File: config.mk
export PLATFORM = sky130hd
export DESIGN_NAME = pif_flags
export DESIGN_NICKNAME = d
export VERILOG_FILES = /design/src/pif_pkg.sv /design/src/pif_flags.sv /design/src/pif_event_sense.sv
export SDC_FILE = /design/constraint.sdc
export NUM_CORES = 1
export LEC_CHECK = 0
export BUFFER_PORTS_ARGS = -buffer_cell sky130_fd_sc_hd__buf_2
export CAP_MARGIN = 20
export CORE_ASPECT_RATIO = 0.6
export CORE_MARGIN = 2
export CORE_UTILIZATION = 43
export CTS_BUF_LIST = sky130_fd_sc_hd__clkbuf_8
export CTS_CLUSTER_SIZE = 40
export DETAILED_ROUTE_END_ITERATION = 10
export PLACE_DENSITY_LB_ADDON = 0.2
export SETUP_SLACK_MARGIN = 0.1
export SYNTH_ARGS = -nofsm -noshare
export SYNTH_HDL_FRONTEND = slang
export SYNTH_SLANG_ARGS = --single-unit
File: constraint.sdc
create_clock -name core_clk -period 1.6 [get_ports core_clk]
set_input_delay 0.24 -clock core_clk [delete_from_list [all_inputs] [get_ports core_clk]]
set_output_delay 0.24 -clock core_clk [all_outputs]
set_load 0.005 [all_outputs]
File: src/pif_pkg.sv
`default_nettype none
package pif_pkg;

	// Register indices; the byte address is four times the index
	localparam logic [8:0] IDX_GLOBAL_CTRL_B0 = 9'h00b;
	localparam logic [8:0] IDX_GLOBAL_CTRL_B1 = 9'h08b;
	localparam logic [8:0] IDX_GLOBAL_CTRL_B2 = 9'h10b;
	localparam logic [8:0] IDX_GLOBAL_CTRL_B3 = 9'h18b;
	localparam logic [8:0] IDX_EVENT_FLAGS    = 9'h00c;
	localparam logic [8:0] IDX_EVENT_ENABLES  = 9'h08c;
	localparam logic [8:0] IDX_OPTION_CTRL    = 9'h181;

	localparam int ADDR_WIDTH = 11;
	localparam int IDX_LSB    = 2;

	// Peripheral flag and enable bit positions
	localparam int BIT_PARALLEL_PORT  = 7;
	localparam int BIT_RESERVED       = 6;
	localparam int BIT_ASYNC_RECEIVE  = 5;
	localparam int BIT_ASYNC_TRANSMIT = 4;
	localparam int BIT_SYNC_SERIAL    = 3;
	localparam int BIT_CAPCOMP_ONE    = 2;
	localparam int BIT_TIMER_TWO      = 1;
	localparam int BIT_TIMER_ONE      = 0;

	// Global control bit positions
	localparam int BIT_GLOBAL_EN     = 7;
	localparam int BIT_PERIPH_EN     = 6;
	localparam int BIT_TZERO_EN      = 5;
	localparam int BIT_EXT_EDGE_EN   = 4;
	localparam int BIT_PORT_CHG_EN   = 3;
	localparam int BIT_TZERO_FLAG    = 2;
	localparam int BIT_EXT_EDGE_FLAG = 1;
	localparam int BIT_PORT_CHG_FLAG = 0;

	// Option control: edge select only
	localparam int BIT_EDGE_SELECT = 6;

	localparam logic [7:0] PERIPH_IMPL_MASK  = 8'hbf;
	localparam logic [7:0] ASYNC_BITS_MASK   = 8'h30;
	localparam logic [7:0] OPTION_IMPL_MASK  = 8'h40;
	localparam logic [7:0] FLAGS_RESET       = 8'h00;
	localparam logic [7:0] ENABLES_RESET     = 8'h00;
	localparam logic [7:0] GLOBAL_CTRL_RESET = 8'h00;
	localparam logic [7:0] OPTION_RESET      = 8'h40;
	localparam logic [7:0] TIMER_ZERO_MAX    = 8'hff;
	localparam logic [7:0] TIMER_ZERO_MIN    = 8'h00;

	// Capture/compare unit one modes
	localparam logic [1:0] CAPCOMP_CAPTURE = 2'h1;
	localparam logic [1:0] CAPCOMP_COMPARE = 2'h2;

	localparam logic [1:0] HTRANS_NONSEQ = 2'h2;
	localparam logic       HRESP_OKAY    = 1'h0;

endpackage : pif_pkg
`default_nettype wire

File: src/pif_flags.sv
// What this block does
// - One enable bit per peripheral event source
// - Enable and flag bits writable, reset zero
// - Parallel port access sets sticky flag
// - No async serial: flag bits 5,4 zero
// - Sync serial completion sets software-cleared flag
// - Capture mode: each capture sets unit flag
// - Compare mode: match sets same unit flag
// - Global control mirrored in every bank
// - Global control resets 0; bit0 kept elsewhere
// - Pin and watchdog resets are other-resets
// - Selected external pin edge sets flag
// - Timer zero wrap sets its flag
// - Port B upper change sets flag
//
// The AHB-Lite register port is this design's own decision.
`timescale 1ns/1ps
`default_nettype none
module pif_flags #(
	parameter bit HAS_ASYNC_SERIAL = 1'b1
) (
	input  wire logic        core_clk,
	input  wire logic        rst_n,
	input  wire logic        externalResetPin_n,
	input  wire logic        watchdogTimeout,
	input  wire logic        hsel,
	input  wire logic [31:0] haddr,
	input  wire logic [1:0]  htrans,
	input  wire logic        hwrite,
	input  wire logic [2:0]  hsize,
	input  wire logic [31:0] hwdata,
	input  wire logic        hready,
	output var  logic [31:0] hrdata,
	output var  logic        hreadyout,
	output var  logic        hresp,
	input  wire logic        parallelPortAccess,
	input  wire logic        asyncReceiveEvent,
	input  wire logic        asyncTransmitEvent,
	input  wire logic        syncSerialDone,
	input  wire logic [1:0]  capcompMode,
	input  wire logic        capcompCapture,
	input  wire logic        capcompCompareMatch,
	input  wire logic        timerTwoMatch,
	input  wire logic        timerOneOverflow,
	input  wire logic        externalInterruptPin,
	input  wire logic [7:0]  timerZeroCount,
	input  wire logic [3:0]  portChangeInputs,
	output var  logic        irqRequest
);

	logic [7:0] flags_q;
	logic [7:0] enables_q;
	logic [7:0] globalCtrl_q;
	logic [7:0] option_q;
	logic [7:0] periphSet;
	logic [7:0] flagMask;
	logic [7:0] globalSet;
	logic [7:0] rdByte;
	logic [8:0] addrIdx_q;
	logic       wrPend_q;
	logic       rdPend_q;
	logic       otherReset;
	logic       addrTaken;
	logic       extEdgeEvent;
	logic       timerZeroWrap;
	logic       portChangeEvent;
	logic       wrGlobal;
	logic       wrFlags;
	logic       wrEnables;
	logic       wrOption;
	logic [7:0] wrByte;
	logic [7:0] flags_d;
	logic [7:0] globalCtrl_d;
	logic [7:0] periphPending;
	logic       coreRequest;
	logic       periphRequest;

	assign otherReset = !externalResetPin_n || watchdogTimeout;

	pif_event_sense u_sense (
		.core_clk             (core_clk),
		.rst_n                (rst_n),
		.externalInterruptPin (externalInterruptPin),
		.edgeSelectOption     (option_q[pif_pkg::BIT_EDGE_SELECT]),
		.timerZeroCount       (timerZeroCount),
		.portChangeInputs     (portChangeInputs),
		.extEdgeEvent         (extEdgeEvent),
		.timerZeroWrap        (timerZeroWrap),
		.portChangeEvent      (portChangeEvent)
	);

	// Bus access: writes zero-wait, reads one wait state
	assign addrTaken = hsel && hready && htrans == pif_pkg::HTRANS_NONSEQ;

	always_ff @(posedge core_clk) begin
		if (!rst_n || otherReset) begin
			addrIdx_q <= 9'h000;
			wrPend_q  <= 1'b0;
			rdPend_q  <= 1'b0;
		end else begin
			wrPend_q <= addrTaken && hwrite;
			rdPend_q <= addrTaken && !hwrite;
			if (addrTaken) begin
				addrIdx_q <= haddr[pif_pkg::ADDR_WIDTH-1:pif_pkg::IDX_LSB];
			end
		end
	end

	assign wrByte    = hwdata[7:0];
	assign wrGlobal  = wrPend_q && (addrIdx_q == pif_pkg::IDX_GLOBAL_CTRL_B0
		|| addrIdx_q == pif_pkg::IDX_GLOBAL_CTRL_B1
		|| addrIdx_q == pif_pkg::IDX_GLOBAL_CTRL_B2
		|| addrIdx_q == pif_pkg::IDX_GLOBAL_CTRL_B3);
	assign wrFlags   = wrPend_q && addrIdx_q == pif_pkg::IDX_EVENT_FLAGS;
	assign wrEnables = wrPend_q && addrIdx_q == pif_pkg::IDX_EVENT_ENABLES;
	assign wrOption  = wrPend_q && addrIdx_q == pif_pkg::IDX_OPTION_CTRL;

	// Implemented flag bits; bit 6 never stored
	assign flagMask = HAS_ASYNC_SERIAL ? pif_pkg::PERIPH_IMPL_MASK
		: (pif_pkg::PERIPH_IMPL_MASK & ~pif_pkg::ASYNC_BITS_MASK);

	// Event sets, independent of enables
	always_comb begin
		periphSet = 8'h00;
		periphSet[pif_pkg::BIT_PARALLEL_PORT]  = parallelPortAccess;
		periphSet[pif_pkg::BIT_ASYNC_RECEIVE]  = asyncReceiveEvent;
		periphSet[pif_pkg::BIT_ASYNC_TRANSMIT] = asyncTransmitEvent;
		periphSet[pif_pkg::BIT_SYNC_SERIAL]    = syncSerialDone;
		periphSet[pif_pkg::BIT_CAPCOMP_ONE] =
			(capcompMode == pif_pkg::CAPCOMP_CAPTURE && capcompCapture)
			|| (capcompMode == pif_pkg::CAPCOMP_COMPARE
			&& capcompCompareMatch);
		periphSet[pif_pkg::BIT_TIMER_TWO] = timerTwoMatch;
		periphSet[pif_pkg::BIT_TIMER_ONE] = timerOneOverflow;
	end

	always_comb begin
		globalSet = 8'h00;
		globalSet[pif_pkg::BIT_TZERO_FLAG]    = timerZeroWrap;
		globalSet[pif_pkg::BIT_EXT_EDGE_FLAG] = extEdgeEvent;
		globalSet[pif_pkg::BIT_PORT_CHG_FLAG] = portChangeEvent;
	end

	// Per-bit next flag value; an event beats a clearing write
	for (genvar b = 0; b < 8; b++) begin : g_flag
		assign flags_d[b] = flagMask[b] && (periphSet[b]
			|| (wrFlags ? wrByte[b] : flags_q[b]));
	end

	always_ff @(posedge core_clk) begin
		if (!rst_n || otherReset) begin
			flags_q <= pif_pkg::FLAGS_RESET;
		end else begin
			flags_q <= flags_d;
		end
	end

	always_ff @(posedge core_clk) begin
		if (!rst_n || otherReset) begin
			enables_q <= pif_pkg::ENABLES_RESET;
		end else if (wrEnables) begin
			enables_q <= wrByte & pif_pkg::PERIPH_IMPL_MASK;
		end
	end

	// Enable bits follow writes; flag bits also latch events
	assign globalCtrl_d[7:pif_pkg::BIT_PORT_CHG_EN] = wrGlobal
		? wrByte[7:pif_pkg::BIT_PORT_CHG_EN]
		: globalCtrl_q[7:pif_pkg::BIT_PORT_CHG_EN];
	for (genvar b = 0; b <= pif_pkg::BIT_TZERO_FLAG; b++) begin : g_core_flag
		assign globalCtrl_d[b] = globalSet[b]
			|| (wrGlobal ? wrByte[b] : globalCtrl_q[b]);
	end

	// Global control: bit 0 survives the other resets
	always_ff @(posedge core_clk) begin
		if (!rst_n) begin
			globalCtrl_q <= pif_pkg::GLOBAL_CTRL_RESET;
		end else if (otherReset) begin
			globalCtrl_q <= {pif_pkg::GLOBAL_CTRL_RESET[7:1],
				globalCtrl_q[0]};
		end else begin
			globalCtrl_q <= globalCtrl_d;
		end
	end

	always_ff @(posedge core_clk) begin
		if (!rst_n || otherReset) begin
			option_q <= pif_pkg::OPTION_RESET;
		end else if (wrOption) begin
			option_q <= wrByte & pif_pkg::OPTION_IMPL_MASK;
		end
	end

	// Read mux, all bank mirrors to one register
	always_comb begin
		case (addrIdx_q)
			pif_pkg::IDX_GLOBAL_CTRL_B0,
			pif_pkg::IDX_GLOBAL_CTRL_B1,
			pif_pkg::IDX_GLOBAL_CTRL_B2,
			pif_pkg::IDX_GLOBAL_CTRL_B3: rdByte = globalCtrl_q;
			pif_pkg::IDX_EVENT_FLAGS:    rdByte = flags_q;
			pif_pkg::IDX_EVENT_ENABLES:  rdByte = enables_q;
			pif_pkg::IDX_OPTION_CTRL:    rdByte = option_q;
			default:                     rdByte = 8'h00;
		endcase
	end

	always_ff @(posedge core_clk) begin
		if (!rst_n || otherReset) begin
			hrdata    <= 32'h0000_0000;
			hreadyout <= 1'b1;
			hresp     <= pif_pkg::HRESP_OKAY;
		end else begin
			hresp <= pif_pkg::HRESP_OKAY;
			if (addrTaken && !hwrite) begin
				hreadyout <= 1'b0;
			end else begin
				hreadyout <= 1'b1;
			end
			if (rdPend_q) begin
				hrdata <= {24'h00_0000, rdByte};
			end
		end
	end

	// Core sources pair enable and flag inside global control
	assign coreRequest = (globalCtrl_q[pif_pkg::BIT_TZERO_EN]
		&& globalCtrl_q[pif_pkg::BIT_TZERO_FLAG])
		|| (globalCtrl_q[pif_pkg::BIT_EXT_EDGE_EN]
		&& globalCtrl_q[pif_pkg::BIT_EXT_EDGE_FLAG])
		|| (globalCtrl_q[pif_pkg::BIT_PORT_CHG_EN]
		&& globalCtrl_q[pif_pkg::BIT_PORT_CHG_FLAG]);

	// Peripheral sources need their own enable and the group enable
	assign periphPending = flags_q & enables_q;
	assign periphRequest = globalCtrl_q[pif_pkg::BIT_PERIPH_EN]
		&& |periphPending;

	// Interrupt request to the core, registered
	always_ff @(posedge core_clk) begin
		if (!rst_n || otherReset) begin
			irqRequest <= 1'b0;
		end else begin
			irqRequest <= globalCtrl_q[pif_pkg::BIT_GLOBAL_EN]
				&& (coreRequest || periphRequest);
		end
	end

endmodule : pif_flags
`default_nettype wire

File: src/pif_event_sense.sv
`timescale 1ns/1ps
`default_nettype none
module pif_event_sense (
	input  wire logic       core_clk,
	input  wire logic       rst_n,
	input  wire logic       externalInterruptPin,
	input  wire logic       edgeSelectOption,
	input  wire logic [7:0] timerZeroCount,
	input  wire logic [3:0] portChangeInputs,
	output var  logic       extEdgeEvent,
	output var  logic       timerZeroWrap,
	output var  logic       portChangeEvent
);

	logic       primed_q;
	logic       pinPrev_q;
	logic [7:0] countPrev_q;
	logic [3:0] portPrev_q;

	// History starts valid one cycle after reset release
	always_ff @(posedge core_clk) begin
		if (!rst_n) begin
			primed_q    <= 1'b0;
			pinPrev_q   <= 1'b0;
			countPrev_q <= 8'h00;
			portPrev_q  <= 4'h0;
		end else begin
			primed_q    <= 1'b1;
			pinPrev_q   <= externalInterruptPin;
			countPrev_q <= timerZeroCount;
			portPrev_q  <= portChangeInputs;
		end
	end

	always_ff @(posedge core_clk) begin
		if (!rst_n) begin
			extEdgeEvent    <= 1'b0;
			timerZeroWrap   <= 1'b0;
			portChangeEvent <= 1'b0;
		end else begin
			extEdgeEvent <= primed_q && (edgeSelectOption ?
				(externalInterruptPin && !pinPrev_q) :
				(!externalInterruptPin && pinPrev_q));
			timerZeroWrap <= primed_q
				&& countPrev_q == pif_pkg::TIMER_ZERO_MAX
				&& timerZeroCount == pif_pkg::TIMER_ZERO_MIN;
			portChangeEvent <= primed_q
				&& (portChangeInputs != portPrev_q);
		end
	end

endmodule : pif_event_sense
`default_nettype wire

# After elaboration in Yosys (flattened, before gate mapping)
# Index checks and enable logic that the tools add are counted.
# op_classes
n_addsub	0
multipliers	0
n_div	0
order_cmp	0
n_eq_ne	12
shifts	0
mux	14
bitwise	2
n_reduce_logical	49
# op_table
operator	n
$pmux W8 S4	1
$eq A9 B9 Y1 const B	3
$logic_and A1 B1 Y1	21
$logic_or A1 B1 Y1	19
$eq A9 B4 Y1 const B	2
$eq A9 B8 Y1 const B	2
$mux W1	13
$and A8 B8 Y8	1
$eq A8 B8 Y1 const B	1
$logic_not A8 Y1	1
$reduce_or A8 Y1	1
$logic_not A1 Y1	5
$eq A2 B2 Y1 const B	2
$ne A4 B4 Y1	1
$reduce_or A4 Y1	1
$eq A2 B1 Y1 const B	1
$reduce_or A2 Y1	1
$not A1 Y1	1
# word_totals
ff_bits	62
latch_bits	0
ram_bits	0
romBits	0
inputBits	99
mem_count	0

# Logic depth before layout (Yosys ltp)
# depth
depth_word	7
mapped_depth	6

# Cells and area by module
# A second synthesis with hierarchy kept.
# unflattened
cells_unflattened	281
area_unflattened_um2	2702.6
# by_module_without_submodules
mod	n_inst	cells_each	area_each_um2	seq_area_each_um2
pif_flags	1	235	2147.1	880.8
pif_event_sense	1	46	555.5	340.3

# Worst setup path after synthesis
# No wires, ideal clock.
# synth_timing
path_kind	register -> register
startpoint	register addrIdx_q[4]
endpoint	register enables_q[0]
setup_time_ns	0.114
arrival_ns	1.479
path_slack_ns	0.007
stages_incl_launch_ff	5
n_path_buf	0
period_less_slack_ns	1.593
path_cell_list	dfxtp_1 > or3_4 > nor4_4 > mux2i_1 > nor2_1
# synth_via
elab_chain_len	2
# synth_lines
element	line	text
start, declared	pif_flags.sv:59	logic [8:0] addrIdx_q;
start signal, assigned	pif_flags.sv:104	addrIdx_q <= haddr[pif_pkg::ADDR_WIDTH-1:pif_pkg::IDX_LSB];
$eq A9 B8 Y1	pif_flags.sv:115	assign wrEnables = wrPend_q && addrIdx_q == pif_pkg::IDX_EVENT_ENABLES;
$logic_and A1 B1 Y1	pif_flags.sv:115	
end signal, assigned	pif_flags.sv:160	enables_q <= pif_pkg::ENABLES_RESET;
end signal, assigned	pif_flags.sv:162	enables_q <= wrByte & pif_pkg::PERIPH_IMPL_MASK;
end, declared	pif_flags.sv:52	logic [7:0] enables_q;
# Every way passes these cells.
# A chain may end at the register's enable or synchronous reset.

# Final worst setup path
# layout_timing
startpoint	register addrIdx_q[8]
endpoint	register hrdata[4]
# layout_via
elab_chain_len	3
word_cells_on_any_way	9
# layout_lines
element	line	text
$eq A9 B4 Y1, or another cell as far along	pif_flags.sv:197	case (addrIdx_q)
$reduce_or A4 Y1	pif_flags.sv:197	
$pmux W8 S4 *	pif_flags.sv:197	
end signal, assigned	pif_flags.sv:222	hrdata <= {24'h00_0000, rdByte};
end, declared	pif_flags.sv:33	output var logic [31:0] hrdata,
# Mark *: on every way between the ends. The rest lies on a longest branch, timed or not.

==> flow_summary.rst <==
.. list-table::
   :header-rows: 1

   * - Metric
     - Value
   * - Number of synthesized register bits
     - 61
   * - Skew final
     - about 4.5 ps
   * - Class of the most critical setup path
     - flip-flop to flip-flop
   * - Reported max-cap violation count
     - 0
   * - Run status
     - completed
   * - Pin count of the biggest net entering global routing
     - 27
   * - Largest stage delay on the critical path
     - 520 ps
   * - Number of placed I/O pins
     - 134
   * - Switch Pwr
     - 679 uW
   * - Clock tree from TritonCTS
     - built
   * - Routed WL per cell
     - 13.9 um
   * - Dominant cell by count in the synthesized netlist
     - sky130_fd_sc_hd__dfxtp_1
   * - CORE AREA
     - roughly 6100 um2
   * - TritonCTS Buffers
     - 9
   * - Hold Worst Slack
     - 116 ps
   * - Area growth, synth to finish
     - 26.4%
   * - Overflow left after global routing
     - 0
   * - Required time worst endpoint
     - 1880 ps
   * - Final setup violation count
     - 0
   * - Number of global-route vias before repair
     - 2025
   * - DRC violations left
     - 0
   * - Total number of clock tree sinks
     - 61
   * - Total routing resource utilization after global routing
     - 0.193
   * - Portion of the post-synthesis area used by sequential elements
     - 0.449
   * - Total die area
     - between 6000 and 7000 um2
   * - Highest achievable clock rate
     - 664 MHz
   * - First-pass GRT wire length
     - 10100 um
   * - Internal power
     - about 2.7 mW
   * - Fraction of layout instances using a drive strength above 1
     - 0.310
   * - Launching element type of the critical path
     - flip-flop
   * - P per Cell Area
     - 975 nW/um2
   * - Vias per std cell
     - just under 5
   * - DRT Pass-1 Iters
     - 4
   * - Routed Wire Length
     - ~6400 um
   * - Number of placed instances, taps included
     - 444
   * - Post-route cell area
     - 3440 um2
   * - RD Place Congestion
     - 0.952
   * - Data arrival, critical path
     - 1780 ps
   * - Routed vias
     - ~2.3k
   * - Warnings, synthesis
     - 0
   * - CP max stage cell
     - sky130_fd_sc_hd__or4bb_1
   * - RSZ-0062 raised after global routing
     - true
   * - Ys flop type
     - sky130_fd_sc_hd__dfxtp_1
   * - Mean instance size in the synthesized netlist
     - between 9 and 10 um2
   * - Root Buffer Master
     - sky130_fd_sc_hd__clkbuf_8
   * - Final net count
     - 472
   * - Non-filler cells in the finished layout
     - between 400 and 500
   * - Commonest cells in the synthesized netlist
     - sky130_fd_sc_hd__dfxtp_1 (61), sky130_fd_sc_hd__nand2_1 (45), sky130_fd_sc_hd__buf_4 (25)
   * - Rows
     - 22
   * - Count of antenna diodes in the layout
     - 0
   * - Die X-Extent
     - 107 um
   * - Starting utilization of the core area
     - 0.445
   * - Routed Antenna Nets
     - 0
   * - Share of the cycle needed by the critical path after routing
     - 0.941
   * - Hold Vio Cnt, Final
     - 0
   * - DRC violation total after the first TritonRoute iteration
     - about 140
   * - Cell variety after synth
     - 45
   * - PortBufs
     - 58
   * - Critical Path Sink Type
     - flip-flop
   * - Vertical die dimension
     - 65.6 um
   * - Tightest Hold Check Type
     - input pin to flip-flop
   * - Net switching share of the total power
     - 0.203
   * - Share of Yosys cell area claimed by the top area cell type
     - 0.449
   * - Half-perimeter wire length after detailed placement
     - 4850 um
   * - Async SR Flop Fraction
     - 0
   * - Cells along the critical path
     - buf_4, or4bb_1, o2bb2ai_1, a22oi_1, o21ai_1
   * - Longest Clk Path Bufs
     - 2
   * - Worst IR Drop VDD
     - 0.580 mV
   * - Shortest clock period the worst path allows after layout
     - 1510 ps
   * - Post-synthesis cell area
     - 2720 um2
   * - Count of flip-flops with a built-in enable after synthesis
     - 0
   * - Biggest area contributors in the synthesized netlist
     - sky130_fd_sc_hd__dfxtp_1 (45%), sky130_fd_sc_hd__buf_4 (6.9%), sky130_fd_sc_hd__mux2i_1 (6.3%)
   * - Portion of total power attributed to the clock network
     - 0.483
   * - Leakage component of the power
     - 1.41 nW
   * - Area of placed instances
     - 3100 um2
   * - Biggest area consumer among synthesized cells
     - sky130_fd_sc_hd__dfxtp_1
   * - Sequential group share of total power
     - 0.466
   * - Number of H-tree levels
     - 3
   * - Clock transition at the register clock pins on the worst setup and hold paths after CTS
     - 60 ps
   * - Combinational share of power
     - 0.051
   * - Number of standard cells after synthesis
     - 296
   * - Initial antenna violation count
     - 0
   * - Fin. max-slew vios
     - 0
   * - Source-to-sink clock delay at the later pin of the worst-skew pair
     - 340 ps
   * - Worst-path maximum fanout
     - 6
==> stage by stage <==
step | power [mW] | setup slack (ps) | setup TNS, ps | util
final | 3.35 | 94.6 | 0 | 0.562
after global routing | 3.48 | -7.39 | -13.7 | 0.562
after CTS | 3.38 | 94.0 | 0 | 0.555
after detailed placement | 1.76 | 14.6 | 0 | 0.507
after global placement | 1.76 | -2.48 | -2.48 | 0.507
after floorplan | 1.71 | 13.7 | 0 | -
==> logic make-up (layout without fill, tap and decap cells) <==
family,count (synthesis),in the layout,share of synthesized area
mux,17,17,0.0626
simple gates,118,118,0.251
compound gates,51,51,0.116
xor+xnor,4,4,0.0129
flops,61,61,0.449
other cells,1,25,0.00138
buf+inv,44,102,0.106
==> metal layers <==
layer  vias up  share of wire  GRT usage
met5         -              0          0
met4         0         0.0086     0.0828
li1       1142              -          -
met3         7          0.084     0.0575
met2        72           0.40      0.246
met1      1048           0.51      0.290
==> power by group through the flow <==
stage,clock (mW),sequential [mW],combinational [mW]
2_1_floorplan,0,1.59,0.124
3_3_place_gp,0,1.59,0.167
3_5_place_dp,0,1.60,0.169
4_1_cts,1.65,1.56,0.170
5_1_grt,1.72,1.56,0.193
6_report,1.62,1.56,0.170
==> cells in the final DEF, fill, tap and decap left out, drive strengths merged, types with 3 or more instances in the layout <==
cell	n
nand2	45
inv	9
dfxtp	61
nor2	14
a21oi	23
conb	25
xnor2	4
and2	14
mux2i	17
nand3	3
nand4b	4
nor4	4
or4bb	4
clkbuf	13
o21ai	6
a22oi	8
a31oi	3
o2bb2ai	4
nor4b	3
nor3	10
buf	77
==> registers in the layout (all words and copies together), names as in the netlist, 4 cells and up <==
register / count
u_sense.portPrev_q: 4
u_sense.countPrev_q: 8
flags_q: 7
enables_q: 7
hrdata: 8
globalCtrl_q: 8
addrIdx_q: 9
==> critical path, delay by kind of cell (launching register included) <==
family / cells / cell delay (ps)
flops: 1 / 330
compound gates: 3 / 430
buf+inv: 1 / 160
simple gates: 1 / 520
==> repair_timing <==
action	in CTS	in global routing
pin swaps	2	9
hold buffers	0	0
setup buffers	2	0
resized for setup	13	10
endpoints found under the setup margin	19	21
==> path summary, 6_finish.rpt <==
kind / cells after the start / slack (ps) / endpoint / from
worst max-delay path: 5 / 90 / hrdata[4] / addrIdx_q[8]
worst min-delay path: 2 / 120 / u_sense.countPrev_q[0] / timerZeroCount[0]
worst max register to register: 5 / 90 / hrdata[4] / addrIdx_q[8]
worst min register to register: 2 / 440 / hrdata[4] / hrdata[4]
==> final cells by class <==
class	count	area [um2]
Clock inverter	3	65.1
Multi-Input combinational cell	215	1370
Timing Repair Buffer	77	453
Sequential cell	61	1230
Tap cell	84	105
Fill cell	587	2680
Clock buffer	13	179
Inverter	9	33.8
Power figures use the tool's default switching activity.
